<file path="src/hdl/disk_regs_pkg.sv">
// Package with widths, field positions, reset values and serializer counts of the disk controller registers.
package disk_regs_pkg;

   // ****************************************************************
   // Register widths and step sizes
   // ****************************************************************
   localparam int REG_WIDTH = 16;
   localparam logic [15:0] BUS_ADDR_STEP = 16'h0002;
   localparam logic [15:0] ONE_WORD = 16'h0001;
   localparam logic [15:0] ZERO_WORD = 16'h0000;
   localparam logic [1:0] EXT_ZERO = 2'h0;

   // ****************************************************************
   // Control/status field positions
   // ****************************************************************
   localparam int CS_DRDY_BIT = 0;
   localparam int CS_FUNC_LO = 1;
   localparam int CS_FUNC_HI = 3;
   localparam int CS_EXT_LO = 4;
   localparam int CS_EXT_HI = 5;
   localparam int CS_IE_BIT = 6;
   localparam int CS_CONTROLLER_READY_BIT = 7;
   localparam int CS_DSEL_LO = 8;
   localparam int CS_DSEL_HI = 9;
   localparam int CS_OPI_BIT = 10;
   localparam int CS_CRC_BIT = 11;
   localparam int CS_HNF_BIT = 12;
   localparam int CS_NXM_BIT = 13;
   localparam int CS_DERR_BIT = 14;
   localparam int CS_CERR_BIT = 15;

   // ****************************************************************
   // Reset values and serializer counts
   // ****************************************************************
   localparam logic [2:0] FUNC_RESET = 3'h0;
   localparam logic [1:0] DSEL_RESET = 2'h0;
   localparam logic [3:0] SER_FIRST = 4'h0;
   localparam logic [3:0] SER_LAST = 4'hF;

endpackage

</file>
<file path="src/hdl/disk_controller_register_set.sv">
// Host-visible register set of a disk cartridge controller.
//
// Notes on behaviour
// - Word counter: 16-bit, write-only, negative count.
// - Counter increments per transfer; overflow at zero.
// - Bus address register readable, increments by two.
// - Bus address bit zero always stored zero.
// - Both selects together clear both counters.
// - Write pulse plus own select loads counter.
// - Address enable steps both, drives address.
// - Bus address read needs strobe and select.
// - Two extended address bits via status strobes.
// - Disk address holds sector, seek or status.
// - Disk address loads on pulse and select.
// - Disk address increments after each sector.
// - Disk address serialized through 16:1 multiplexer.
// - Status register: nine control, seven status bits.
// - Status write with bit7 low clears ready.
// - Sync flop blocks status writes and register reads meanwhile.
// - Function bits pick routine; not-ready enables it.
// - Set-ready strobe stops timer, sets ready.
// - Status shows drive on-track and fault.
// - Drive select bits drive drive bus directly.
// - Interrupt enable bit six, software-owned only.
// - Composite error stops DMA, sets ready.
`timescale 1ns/100ps

module disk_controller_register_set
   import disk_regs_pkg::*;
(
   input wire logic clk,
   input wire logic nrst,
   input wire logic bus_init,
   input wire logic [15:0] internal_tristate_bus,
   input wire logic register_write_pulse,
   input wire logic word_count_select,
   input wire logic bus_address_select,
   input wire logic bus_address_read,
   input wire logic address_enable,
   input wire logic status_write_select,
   input wire logic status_read_select,
   input wire logic status_write_pulse,
   input wire logic disk_address_write_pulse,
   input wire logic disk_address_write_select,
   input wire logic disk_address_read,
   input wire logic disk_address_increment,
   input wire logic serial_step,
   input wire logic serial_restart,
   input wire logic bus_sync,
   input wire logic set_ready_strobe,
   input wire logic drive_on_track,
   input wire logic drive_fault,
   input wire logic opi_error,
   input wire logic crc_error,
   input wire logic header_mismatch,
   input wire logic nxm_error,
   output logic [15:0] read_data,
   output logic read_data_valid,
   output logic [15:0] dma_address,
   output logic dma_address_valid,
   output logic [1:0] extended_address,
   output logic word_count_overflow,
   output logic [15:0] disk_address_register,
   output logic serial_bit,
   output logic [1:0] disk_address_low,
   output logic controller_ready,
   output logic ready_state_low,
   output logic [2:0] function_code,
   output logic sequencer_run,
   output logic interrupt_enable_bit,
   output logic [1:0] drive_select_bits,
   output logic host_strobe_block,
   output logic opi_start,
   output logic opi_stop,
   output logic dma_inhibit,
   output logic composite_error
);

   // ****************************************************************
   // Reset synchroniser
   // ****************************************************************
   logic rst_meta_reg;
   logic rst_sync_reg;

   // Release of nrst passes through two flops; assertion acts at once.
   always_ff @(posedge clk or negedge nrst) begin
      if (!nrst) begin
         rst_meta_reg <= 1'b0;
         rst_sync_reg <= 1'b0;
      end else begin
         rst_meta_reg <= 1'b1;
         rst_sync_reg <= rst_meta_reg;
      end
   end

   // Bus initialize clears the block like a reset, but synchronously.
   wire clr = bus_init;

   // ****************************************************************
   // Storage
   // ****************************************************************
   logic [15:0] wc_reg;
   logic [15:0] ba_reg;
   logic [1:0] ext_reg;
   logic [15:0] da_reg;
   logic [2:0] func_reg;
   logic [1:0] dsel_reg;
   logic ie_reg;
   logic drdy_reg;
   logic controller_ready_reg;
   logic sync_reg;
   logic [3:0] ser_cnt_reg;
   logic opi_reg;
   logic crc_reg;
   logic hnf_reg;
   logic nxm_reg;

   // ****************************************************************
   // Word counter and bus address decode
   // ****************************************************************
   wire clear_both = word_count_select && bus_address_select;
   wire wc_load = register_write_pulse && word_count_select && !bus_address_select;
   wire ba_load = register_write_pulse && bus_address_select && !word_count_select;
   // The ripple into the extension counter happens when the low word wraps.
   wire ba_carry = (ba_reg == 16'hFFFE);
   wire [15:0] wc_inc = wc_reg + ONE_WORD;
   wire [15:0] ba_inc = ba_reg + BUS_ADDR_STEP;
   wire [1:0] ext_inc = ext_reg + 2'h1;
   // Composite error is the OR of the four latched error bits and the live drive fault input.
   wire comp_err = opi_reg || crc_reg || hnf_reg || nxm_reg || drive_fault;
   // A transfer step is refused once an error is flagged.
   wire step = address_enable && !comp_err;

   // Word counter: write-only, counts up from the two's complement.
   always_ff @(posedge clk or negedge rst_sync_reg) begin
      if (!rst_sync_reg) begin
         wc_reg <= ZERO_WORD;
      end else if (clr || clear_both) begin
         wc_reg <= ZERO_WORD;
      end else if (wc_load) begin
         wc_reg <= internal_tristate_bus;
      end else if (step) begin
         wc_reg <= wc_inc;
      end
   end

   // Bus address register with a forced-even low bit.
   always_ff @(posedge clk or negedge rst_sync_reg) begin
      if (!rst_sync_reg) begin
         ba_reg <= ZERO_WORD;
      end else if (clr || clear_both) begin
         ba_reg <= ZERO_WORD;
      end else if (ba_load) begin
         ba_reg <= {internal_tristate_bus[15:1], 1'b0};
      end else if (step) begin
         ba_reg <= ba_inc;
      end
   end

   // Extended address bits load with the status word and take the carry.
   wire status_write = status_write_pulse && status_write_select && !sync_reg;
   always_ff @(posedge clk or negedge rst_sync_reg) begin
      if (!rst_sync_reg) begin
         ext_reg <= EXT_ZERO;
      end else if (clr) begin
         ext_reg <= EXT_ZERO;
      end else if (status_write) begin
         ext_reg <= internal_tristate_bus[CS_EXT_HI:CS_EXT_LO];
      end else if (step && ba_carry) begin
         ext_reg <= ext_inc;
      end
   end

   // ****************************************************************
   // Disk address register and serializer
   // ****************************************************************
   wire da_load = disk_address_write_pulse && disk_address_write_select;
   wire [15:0] da_inc = da_reg + ONE_WORD;

   // Holds sector address, seek difference or status request word.
   always_ff @(posedge clk or negedge rst_sync_reg) begin
      if (!rst_sync_reg) begin
         da_reg <= ZERO_WORD;
      end else if (clr) begin
         da_reg <= ZERO_WORD;
      end else if (da_load) begin
         da_reg <= internal_tristate_bus;
      end else if (disk_address_increment) begin
         da_reg <= da_inc;
      end
   end

   // Four-bit binary count walks the 16:1 multiplexer select.
   always_ff @(posedge clk or negedge rst_sync_reg) begin
      if (!rst_sync_reg) begin
         ser_cnt_reg <= SER_FIRST;
      end else if (clr || serial_restart) begin
         ser_cnt_reg <= SER_FIRST;
      end else if (serial_step) begin
         ser_cnt_reg <= ser_cnt_reg + 4'h1;
      end
   end
   wire ser_mux = da_reg[ser_cnt_reg];

   // ****************************************************************
   // Control/status register
   // ****************************************************************
   // Only the write that brings bit 7 low starts a command.
   wire go = status_write && !internal_tristate_bus[CS_CONTROLLER_READY_BIT];
   wire [15:0] csr_word = {comp_err, drive_fault, nxm_reg, hnf_reg, crc_reg, opi_reg,
      dsel_reg, controller_ready_reg, ie_reg, ext_reg, func_reg, drdy_reg};

   // Writable control bits: function, interrupt enable, drive select.
   always_ff @(posedge clk or negedge rst_sync_reg) begin
      if (!rst_sync_reg) begin
         func_reg <= FUNC_RESET;
         dsel_reg <= DSEL_RESET;
         ie_reg <= 1'b0;
      end else if (clr) begin
         func_reg <= FUNC_RESET;
         dsel_reg <= DSEL_RESET;
         ie_reg <= 1'b0;
      end else if (status_write) begin
         func_reg <= internal_tristate_bus[CS_FUNC_HI:CS_FUNC_LO];
         dsel_reg <= internal_tristate_bus[CS_DSEL_HI:CS_DSEL_LO];
         ie_reg <= internal_tristate_bus[CS_IE_BIT];
      end
   end

   // Ready flop and its inverted twin, so both leave a flop; set wins over a same-cycle clear.
   always_ff @(posedge clk or negedge rst_sync_reg) begin
      if (!rst_sync_reg) begin
         controller_ready_reg <= 1'b1;
         ready_state_low <= 1'b0;
      end else if (clr || set_ready_strobe || (comp_err && !controller_ready_reg)) begin
         controller_ready_reg <= 1'b1;
         ready_state_low <= 1'b0;
      end else if (go) begin
         controller_ready_reg <= 1'b0;
         ready_state_low <= 1'b1;
      end
   end

   // Sync flop holds off status writes and register reads while a command runs, so bit 7 stays stable.
   always_ff @(posedge clk or negedge rst_sync_reg) begin
      if (!rst_sync_reg) begin
         sync_reg <= 1'b0;
      end else if (clr || controller_ready_reg) begin
         sync_reg <= 1'b0;
      end else if (bus_sync) begin
         sync_reg <= 1'b1;
      end
   end

   // Error bits are sticky; an incoming error wins over clearing by a new command.
   always_ff @(posedge clk or negedge rst_sync_reg) begin
      if (!rst_sync_reg) begin
         opi_reg <= 1'b0;
         crc_reg <= 1'b0;
         hnf_reg <= 1'b0;
         nxm_reg <= 1'b0;
         drdy_reg <= 1'b0;
      end else begin
         opi_reg <= opi_error || (opi_reg && !clr && !go);
         crc_reg <= crc_error || (crc_reg && !clr && !go);
         hnf_reg <= (opi_error && header_mismatch) || (hnf_reg && !clr && !go);
         nxm_reg <= nxm_error || (nxm_reg && !clr && !go);
         drdy_reg <= drive_on_track;
      end
   end

   // ****************************************************************
   // Read path and registered outputs
   // ****************************************************************
   // Bus address is returned only with both strobes; a latched command blocks reads.
   wire ba_rd = bus_address_read && bus_address_select && !sync_reg;
   wire cs_rd = status_read_select && !sync_reg;
   wire da_rd = disk_address_read && !sync_reg;
   wire [15:0] rd_mux = ba_rd ? ba_reg : (cs_rd ? csr_word : (da_rd ? da_reg : ZERO_WORD));

   always_ff @(posedge clk or negedge rst_sync_reg) begin
      if (!rst_sync_reg) begin
         read_data <= ZERO_WORD;
         read_data_valid <= 1'b0;
         dma_address <= ZERO_WORD;
         dma_address_valid <= 1'b0;
         serial_bit <= 1'b0;
      end else begin
         read_data <= rd_mux;
         read_data_valid <= ba_rd || cs_rd || da_rd;
         dma_address <= step ? ba_reg : ZERO_WORD;
         dma_address_valid <= step;
         serial_bit <= ser_mux;
      end
   end

   // Status flags that the sequencer and drive bus watch, each one flop deep.
   always_ff @(posedge clk or negedge rst_sync_reg) begin
      if (!rst_sync_reg) begin
         opi_start <= 1'b0;
         opi_stop <= 1'b0;
         sequencer_run <= 1'b0;
         composite_error <= 1'b0;
         dma_inhibit <= 1'b0;
         word_count_overflow <= 1'b0;
      end else begin
         opi_start <= go || disk_address_increment;
         opi_stop <= set_ready_strobe;
         sequencer_run <= !controller_ready_reg;
         composite_error <= comp_err;
         dma_inhibit <= comp_err || (wc_reg == ZERO_WORD);
         word_count_overflow <= (wc_reg == ZERO_WORD);
      end
   end

   // Register copies for the remaining outputs.
   assign extended_address = ext_reg;
   assign disk_address_register = da_reg;
   assign disk_address_low = da_reg[1:0];
   assign controller_ready = controller_ready_reg;
   assign function_code = func_reg;
   assign interrupt_enable_bit = ie_reg;
   assign drive_select_bits = dsel_reg;
   assign host_strobe_block = sync_reg;

endmodule

</file>
<file path="config.mk">
export PLATFORM = sky130hd
export DESIGN_NAME = disk_controller_register_set
export DESIGN_NICKNAME = d
export VERILOG_FILES = /design/src/hdl/disk_regs_pkg.sv /design/src/hdl/disk_controller_register_set.sv
export SDC_FILE = /design/constraint.sdc
export NUM_CORES = 1
export LEC_CHECK = 0
export ABC_AREA = 1
export BUFFER_PORTS_ARGS = -buffer_cell sky130_fd_sc_hd__buf_2
export CORE_UTILIZATION = 56
export DETAILED_ROUTE_END_ITERATION = 7
export GPL_ROUTABILITY_DRIVEN = 0
export PLACE_DENSITY = 0.81
export SLEW_MARGIN = 5
export SYNTH_ARGS = -nofsm -noshare
export SYNTH_HDL_FRONTEND = slang
export SYNTH_SLANG_ARGS = --single-unit
</file>
<file path="constraint.sdc">
create_clock -name clk -period 4.5 [get_ports clk]
set_clock_uncertainty 0.15 [all_clocks]
set_input_delay 0.45 -clock clk [delete_from_list [all_inputs] [get_ports clk]]
set_output_delay 0.45 -clock clk [all_outputs]
set_load 0.01 [all_outputs]
</file>
# ---- Word-level counts from Yosys, hierarchy flattened
# Cells that the tools add are included.
dict set report word_totals {
  register_bits 111
  inputBits 41
  output_inout_bits 70
  wordCells 127
}
dict set report classes {
  n_addsub 5
  order_cmp 1
  n_eq_ne 1
  muxes 32
  n_reduce_logical 59
}
# cell count
set op_table {}
lappend op_table {{2-to-1 mux 16 bit} 13}
lappend op_table {{adder 16 x 1 -> 16 bit (second input constant)} 2}
lappend op_table {{logical AND 1 bit} 25}
lappend op_table {{logical OR 1 bit} 17}
lappend op_table {{adder 16 x 2 -> 16 bit (second input constant)} 1}
lappend op_table {{== test 16 bit (second input constant)} 1}
lappend op_table {{zero test 16 bit} 1}
lappend op_table {{nonzero test 3 bit} 4}
lappend op_table {{2-to-1 mux 2 bit} 5}
lappend op_table {{2-to-1 mux 1 bit} 9}
lappend op_table {{zero test 1 bit} 8}
lappend op_table {{2-to-1 mux 4 bit} 2}
lappend op_table {{nonzero test 2 bit} 4}
lappend op_table {{2-to-1 mux 3 bit} 2}
lappend op_table {{< comparator 4 x 5 -> 1 bit (second input constant)} 1}
lappend op_table {{adder 4 x 1 -> 4 bit (second input constant)} 1}
lappend op_table {{binary-select mux 1 bit (select 4 bit)} 1}
lappend op_table {{adder 2 x 1 -> 2 bit (second input constant)} 1}

# ---- Depth between registers and ports, before layout
dict set report logic_depth {
  ltp_word 10
  mapped_depth 10
}

# ---- Worst setup path before layout
# No wires, ideal clock.
dict set report synth_timing {
  path_kind {flip-flop to flip-flop}
  start {reg da_reg[0], in the netlist disk_address_register[0]}
  end {reg da_reg[12], in the netlist disk_address_register[12]}
  t_arrival_ns 1.300
  setup_slack_ns 2.927
  path_stages_with_launch 9
  path_buffers 0
  cell_sequence {dfrtp_1 ha_1 nand2_1 nor2_1 nand3_1 nand2_1 nand2_1 o21ai_0 nand2_1}
}
dict set report synth_between {
  elab_chain_len 4
}
# element line_no
set synth_rtl {}
lappend synth_rtl {{start, declared} disk_controller_register_set.sv:105} ;# logic [15:0] da_reg;
lappend synth_rtl {{start signal, assigned} disk_controller_register_set.sv:187} ;# da_reg <= internal_tristate_bus;
lappend synth_rtl {{start signal, assigned} disk_controller_register_set.sv:189} ;# da_reg <= da_inc;
lappend synth_rtl {{adder 16 x 1 -> 16 bit} disk_controller_register_set.sv:178} ;# wire [15:0] da_inc = da_reg + ONE_WORD;
lappend synth_rtl {{2-to-1 mux 16 bit} disk_controller_register_set.sv:188} ;# end else if (disk_address_increment) begin
lappend synth_rtl {{2-to-1 mux 16 bit} disk_controller_register_set.sv:186} ;# end else if (da_load) begin
lappend synth_rtl {{2-to-1 mux 16 bit} disk_controller_register_set.sv:184} ;# end else if (clr) begin
# Every way passes these cells. The select of a mux whose other input is x is not followed.
# A chain may end at the register's enable or synchronous reset.

# ---- Final worst setup path
dict set report layout_timing {
  start {reg nxm_reg}
  end {reg ba_reg[10]}
}
dict set report layout_between {
  elab_chain_len 5
}
# element line_no
set layout_rtl {}
lappend layout_rtl {{start, declared} disk_controller_register_set.sv:116} ;# logic nxm_reg;
lappend layout_rtl {{start signal, assigned} disk_controller_register_set.sv:267} ;# nxm_reg <= nxm_error || (nxm_reg && !clr && !go);
lappend layout_rtl {{logical OR 1 bit (2 in series)} disk_controller_register_set.sv:130} ;# wire comp_err = opi_reg || crc_reg || hnf_reg || nxm_reg || drive_fault;
lappend layout_rtl {{zero test 1 bit} disk_controller_register_set.sv:132} ;# wire step = address_enable && !comp_err;
lappend layout_rtl {{logical AND 1 bit} disk_controller_register_set.sv:132}
lappend layout_rtl {{nonzero test 3 bit (no source line)} --}
lappend layout_rtl {{end signal, assigned} disk_controller_register_set.sv:154} ;# ba_reg <= {internal_tristate_bus[15:1], 1'b0};
lappend layout_rtl {{end signal, assigned} disk_controller_register_set.sv:156} ;# ba_reg <= ba_inc;
lappend layout_rtl {{end, declared} disk_controller_register_set.sv:103} ;# logic [15:0] ba_reg;
# Every way passes these cells.

==> impl_metrics.py <==
metrics = {
    "synthesis": {
        "netlist_area_mm2": 0.006067,
        "synth-edff-count": 0,
        "ys_async_sr_fraction": 1.000,
        "synth.distinct_cells": 41,
        "yosysWarnings": 0,
        "synth.area.top_cells": "dfrtp_1, nand2_1, nor2_1, inv_1, nand3_1",
        "synth_fp_nets": 884,
        "yosysTopAreaCell": "dfrtp_1",
        "ys_ff_latch": 110,
        "yosysSeqAreaShare": 0.4539,
        "syn_area_per_cell_um2": 7.240,
        "synth_cells": 838,
        "synth_top_area_frac": 0.4496,
        "ys.flop_type": "dfrtp_1",
    },
    "critical_path": {
        "start_kind": "flop",
        "crit_start": "nxm_reg$_DFF_PN0_",
        "worst_ep_required_time_ps": 4670,
        "reg2reg_from": "nxm_reg$_DFF_PN0_",
        "cp_slowest_cell": "nand4_1",
        "crit_fanout": 20,
        "worstPathCellList": "nor2_1 -> nand4_1 -> nand2_1 -> nand2_4 -> nor2_1 -> nand2_1 -> nand2_1",
        "critPathBufInv": 0,
        "critPathTopFamily": "simple AND/OR/NAND/NOR gates",
        "cp-end-kind": "flop",
        "rr_endpoint": "ba_reg[10]$_DFFE_PN0P_",
        "critical_path_class": "reg -> reg",
        "r2r_cells": 7,
        "path_common_cell": "nand2_1",
        "cp.arrival_ps": 2720,
        "ff2ff_setup_slack_ps": 1960,
        "slowest_delay_ps": 860,
    },
    "timing": {
        "period_minus_slack_ps": 2544,
        "setup_tns_ps": 0,
        "max_slew_margin": 0.2794,
        "hold_viol": 0,
        "fmax_mhz": 393.0,
        "setup_viol": 0,
        "rsz0062_at_grt": "false",
        "fin_crit_sh": 0.5654,
        "slew_violations": 0,
        "tightestPinTransition_ps": 1078,
    },
    "layout": {
        "drive_above_1_share": 0.1619,
        "area_growth_pct": 13.38,
        "final_util": 0.6604,
        "diodes": 0,
        "nNetsFinal": 986,
        "fin_area_mm2": 0.006879,
        "n_fill_cell": 981,
    },
    "pwr": {
        "combPwrFrac": 0.142,
        "p_leak_uw": 0.003606,
        "power.share.clock": 0.308,
        "irDropWorstVdd_mv": 0.1998,
        "intPower_uw": 1409,
        "p_sw_uw": 589.2,
        "p_per_area_mw_per_mm2": 290.5,
        "power_frac_seq": 0.550,
        "swShare": 0.2948,
    },
    "drt": {
        "num_vias": 5908,
        "drc": 0,
        "drt_iter0_markers": 524,
        "viasPerCell": 5.465,
        "dr.pass1.iters": 5,
        "wl_per_cell_um": 15.94,
        "antenna_left": 0,
        "wl_um": 17230,
    },
    "place": {
        "dp_hpwl_um": 12960,
        "placed_cell_area_mm2": 0.006670,
        "portBuffers": 110,
    },
    "floorplanning": {
        "die_w_um": 106.1,
        "initial_core_util": 0.5825,
        "die_h_um": 106.1,
        "die_area_mm2": 0.01125,
        "coreArea_mm2": 0.01042,
        "num_rows": 37,
        "io_pins": 111,
    },
    "clock_network": {
        "ctsResizeCount": 0,
        "clock_path_buffers": 2,
        "clock_tree.root_cell": "clkbuf_8",
        "h-tree-depth": 3,
        "clk_pin_slew_ps": 100,
        "clk_latency_ps": 380,
        "cts_tree": "done",
        "cts_buffers": 9,
        "cts_num_sinks": 110,
    },
    "hold_path": {
        "hp-start": "drive_on_track",
        "hold_class": "in -> reg",
        "min_to": "drdy_reg$_DFF_PN0_",
        "hold_depth": 1,
    },
    "job": {
        "maxCapViolations": 0,
    },
    "global_routing": {
        "grt.overflow.total": 0,
        "grt_pass1_vias": 5378,
        "grt_usage": 0.3184,
        "antenna_found_initial": 0,
        "grt_pass1_wl_um": 27340,
        "grt_max_degree": 67,
    },
    "outcome": {
        "status": "complete, no violations",
    },
}
-- worst max-delay path by stage --
stage                                   endpoint  slack (ps)  depth (start not counted)
after CTS                  ba_reg[7]$_DFFE_PN0P_        1980                          7
after global routing      ba_reg[11]$_DFFE_PN0P_        1780                          7
after global placement     ba_reg[5]$_DFFE_PN0P_        2060                          8
after floorplan           ba_reg[10]$_DFFE_PN0P_        1060                          0
final                     ba_reg[10]$_DFFE_PN0P_        1960                          7
after detailed placement  ba_reg[10]$_DFFE_PN0P_        1970                          8
-- placed cells by master, fill, tap and decap left out, drive strengths merged, types with 4 or more instances in the layout --
| master | n |
|---|---|
| a21oi | 47 |
| buf | 112 |
| clkbuf | 11 |
| clkinv | 4 |
| dfrtp | 109 |
| ha | 5 |
| inv | 109 |
| nand2 | 239 |
| nand3 | 70 |
| nand3b | 4 |
| nand4 | 9 |
| nor2 | 115 |
| nor3 | 5 |
| o211ai | 4 |
| o21ai | 63 |
| o22ai | 16 |
| xor2 | 4 |
-- cell type report --
type,instances,area [um2],area share
well taps,136,170.2,0.02474
flip-flops and latches,110,2758,0.4009
multi-input cells,597,2764,0.4018
clock inverters,5,57.56,0.008367
clock buffers,11,141.4,0.02055
inverters,109,412.9,0.06002
repair buffers,113,575.6,0.08367
-- synthesized netlist by cell type (all sizes together), types with 5 or more instances --
master / n
o21ai: 63
inv: 107
buf: 15
nand2: 239
o22ai: 16
nor3: 5
nor2: 115
a21oi: 47
dfrtp: 109
nand3: 70
ha: 5
clkbuf: 7
nand4: 9
-- layer usage --
| metal | global-route usage | vias up | wire length [um] |
|---|---|---|---|
| li1 | - | 2886 | - |
| met1 | 0.4303 | 2686 | 7193 |
| met2 | 0.4888 | 292 | 7652 |
| met3 | 0.07909 | 44 | 1733 |
| met4 | 0.1349 | 0 | 651 |
| met5 | 0 | - | 0 |
-- power by group through the flow --
stage / clock network [uW] / registers, uW / logic (uW)
final: 615 / 1100 / 284
after global routing: 665 / 1110 / 315
after CTS: 623 / 1100 / 282
after detailed placement: 0 / 1120 / 281
after global placement: 0 / 1120 / 276
after floorplan: 0 / 1120 / 155
-- metrics by stage --
stage / std cells / total power [uW] / setup WS, ps / hold slack, ps
floorplan: 838 / 1274 / 1061 / 4.409
global placement: 1064 / 1394 / 2061 / 86.56
detailed placement: 1064 / 1398 / 1967 / 89.96
CTS: 1081 / 2003 / 1980 / 8.869
global route: 1081 / 2088 / 1779 / 3.910
finish: 1081 / 1998 / 1956 / 15.53
-- cell families (layout without fill, tap and decap cells) --
logic type | after synthesis | count (layout) | synth area share
AO/OA/AOI/OAI | 141 | 141 | 0.1285
XOR/XNOR | 4 | 4 | 0.005774
adder cells (fa/ha/maj) | 5 | 5 | 0.01031
buffers and inverters | 131 | 238 | 0.09053
flip-flops | 110 | 110 | 0.4539
other | 2 | 2 | 0.001238
AND/OR/NAND/NOR | 445 | 445 | 0.3098
-- what timing repair did --
item	CTS	global route
setup buffers	0	0
hold buffers	1	0
endpoints found under the hold margin	2	0
Note: power is estimated with default switching activity, not from simulation.
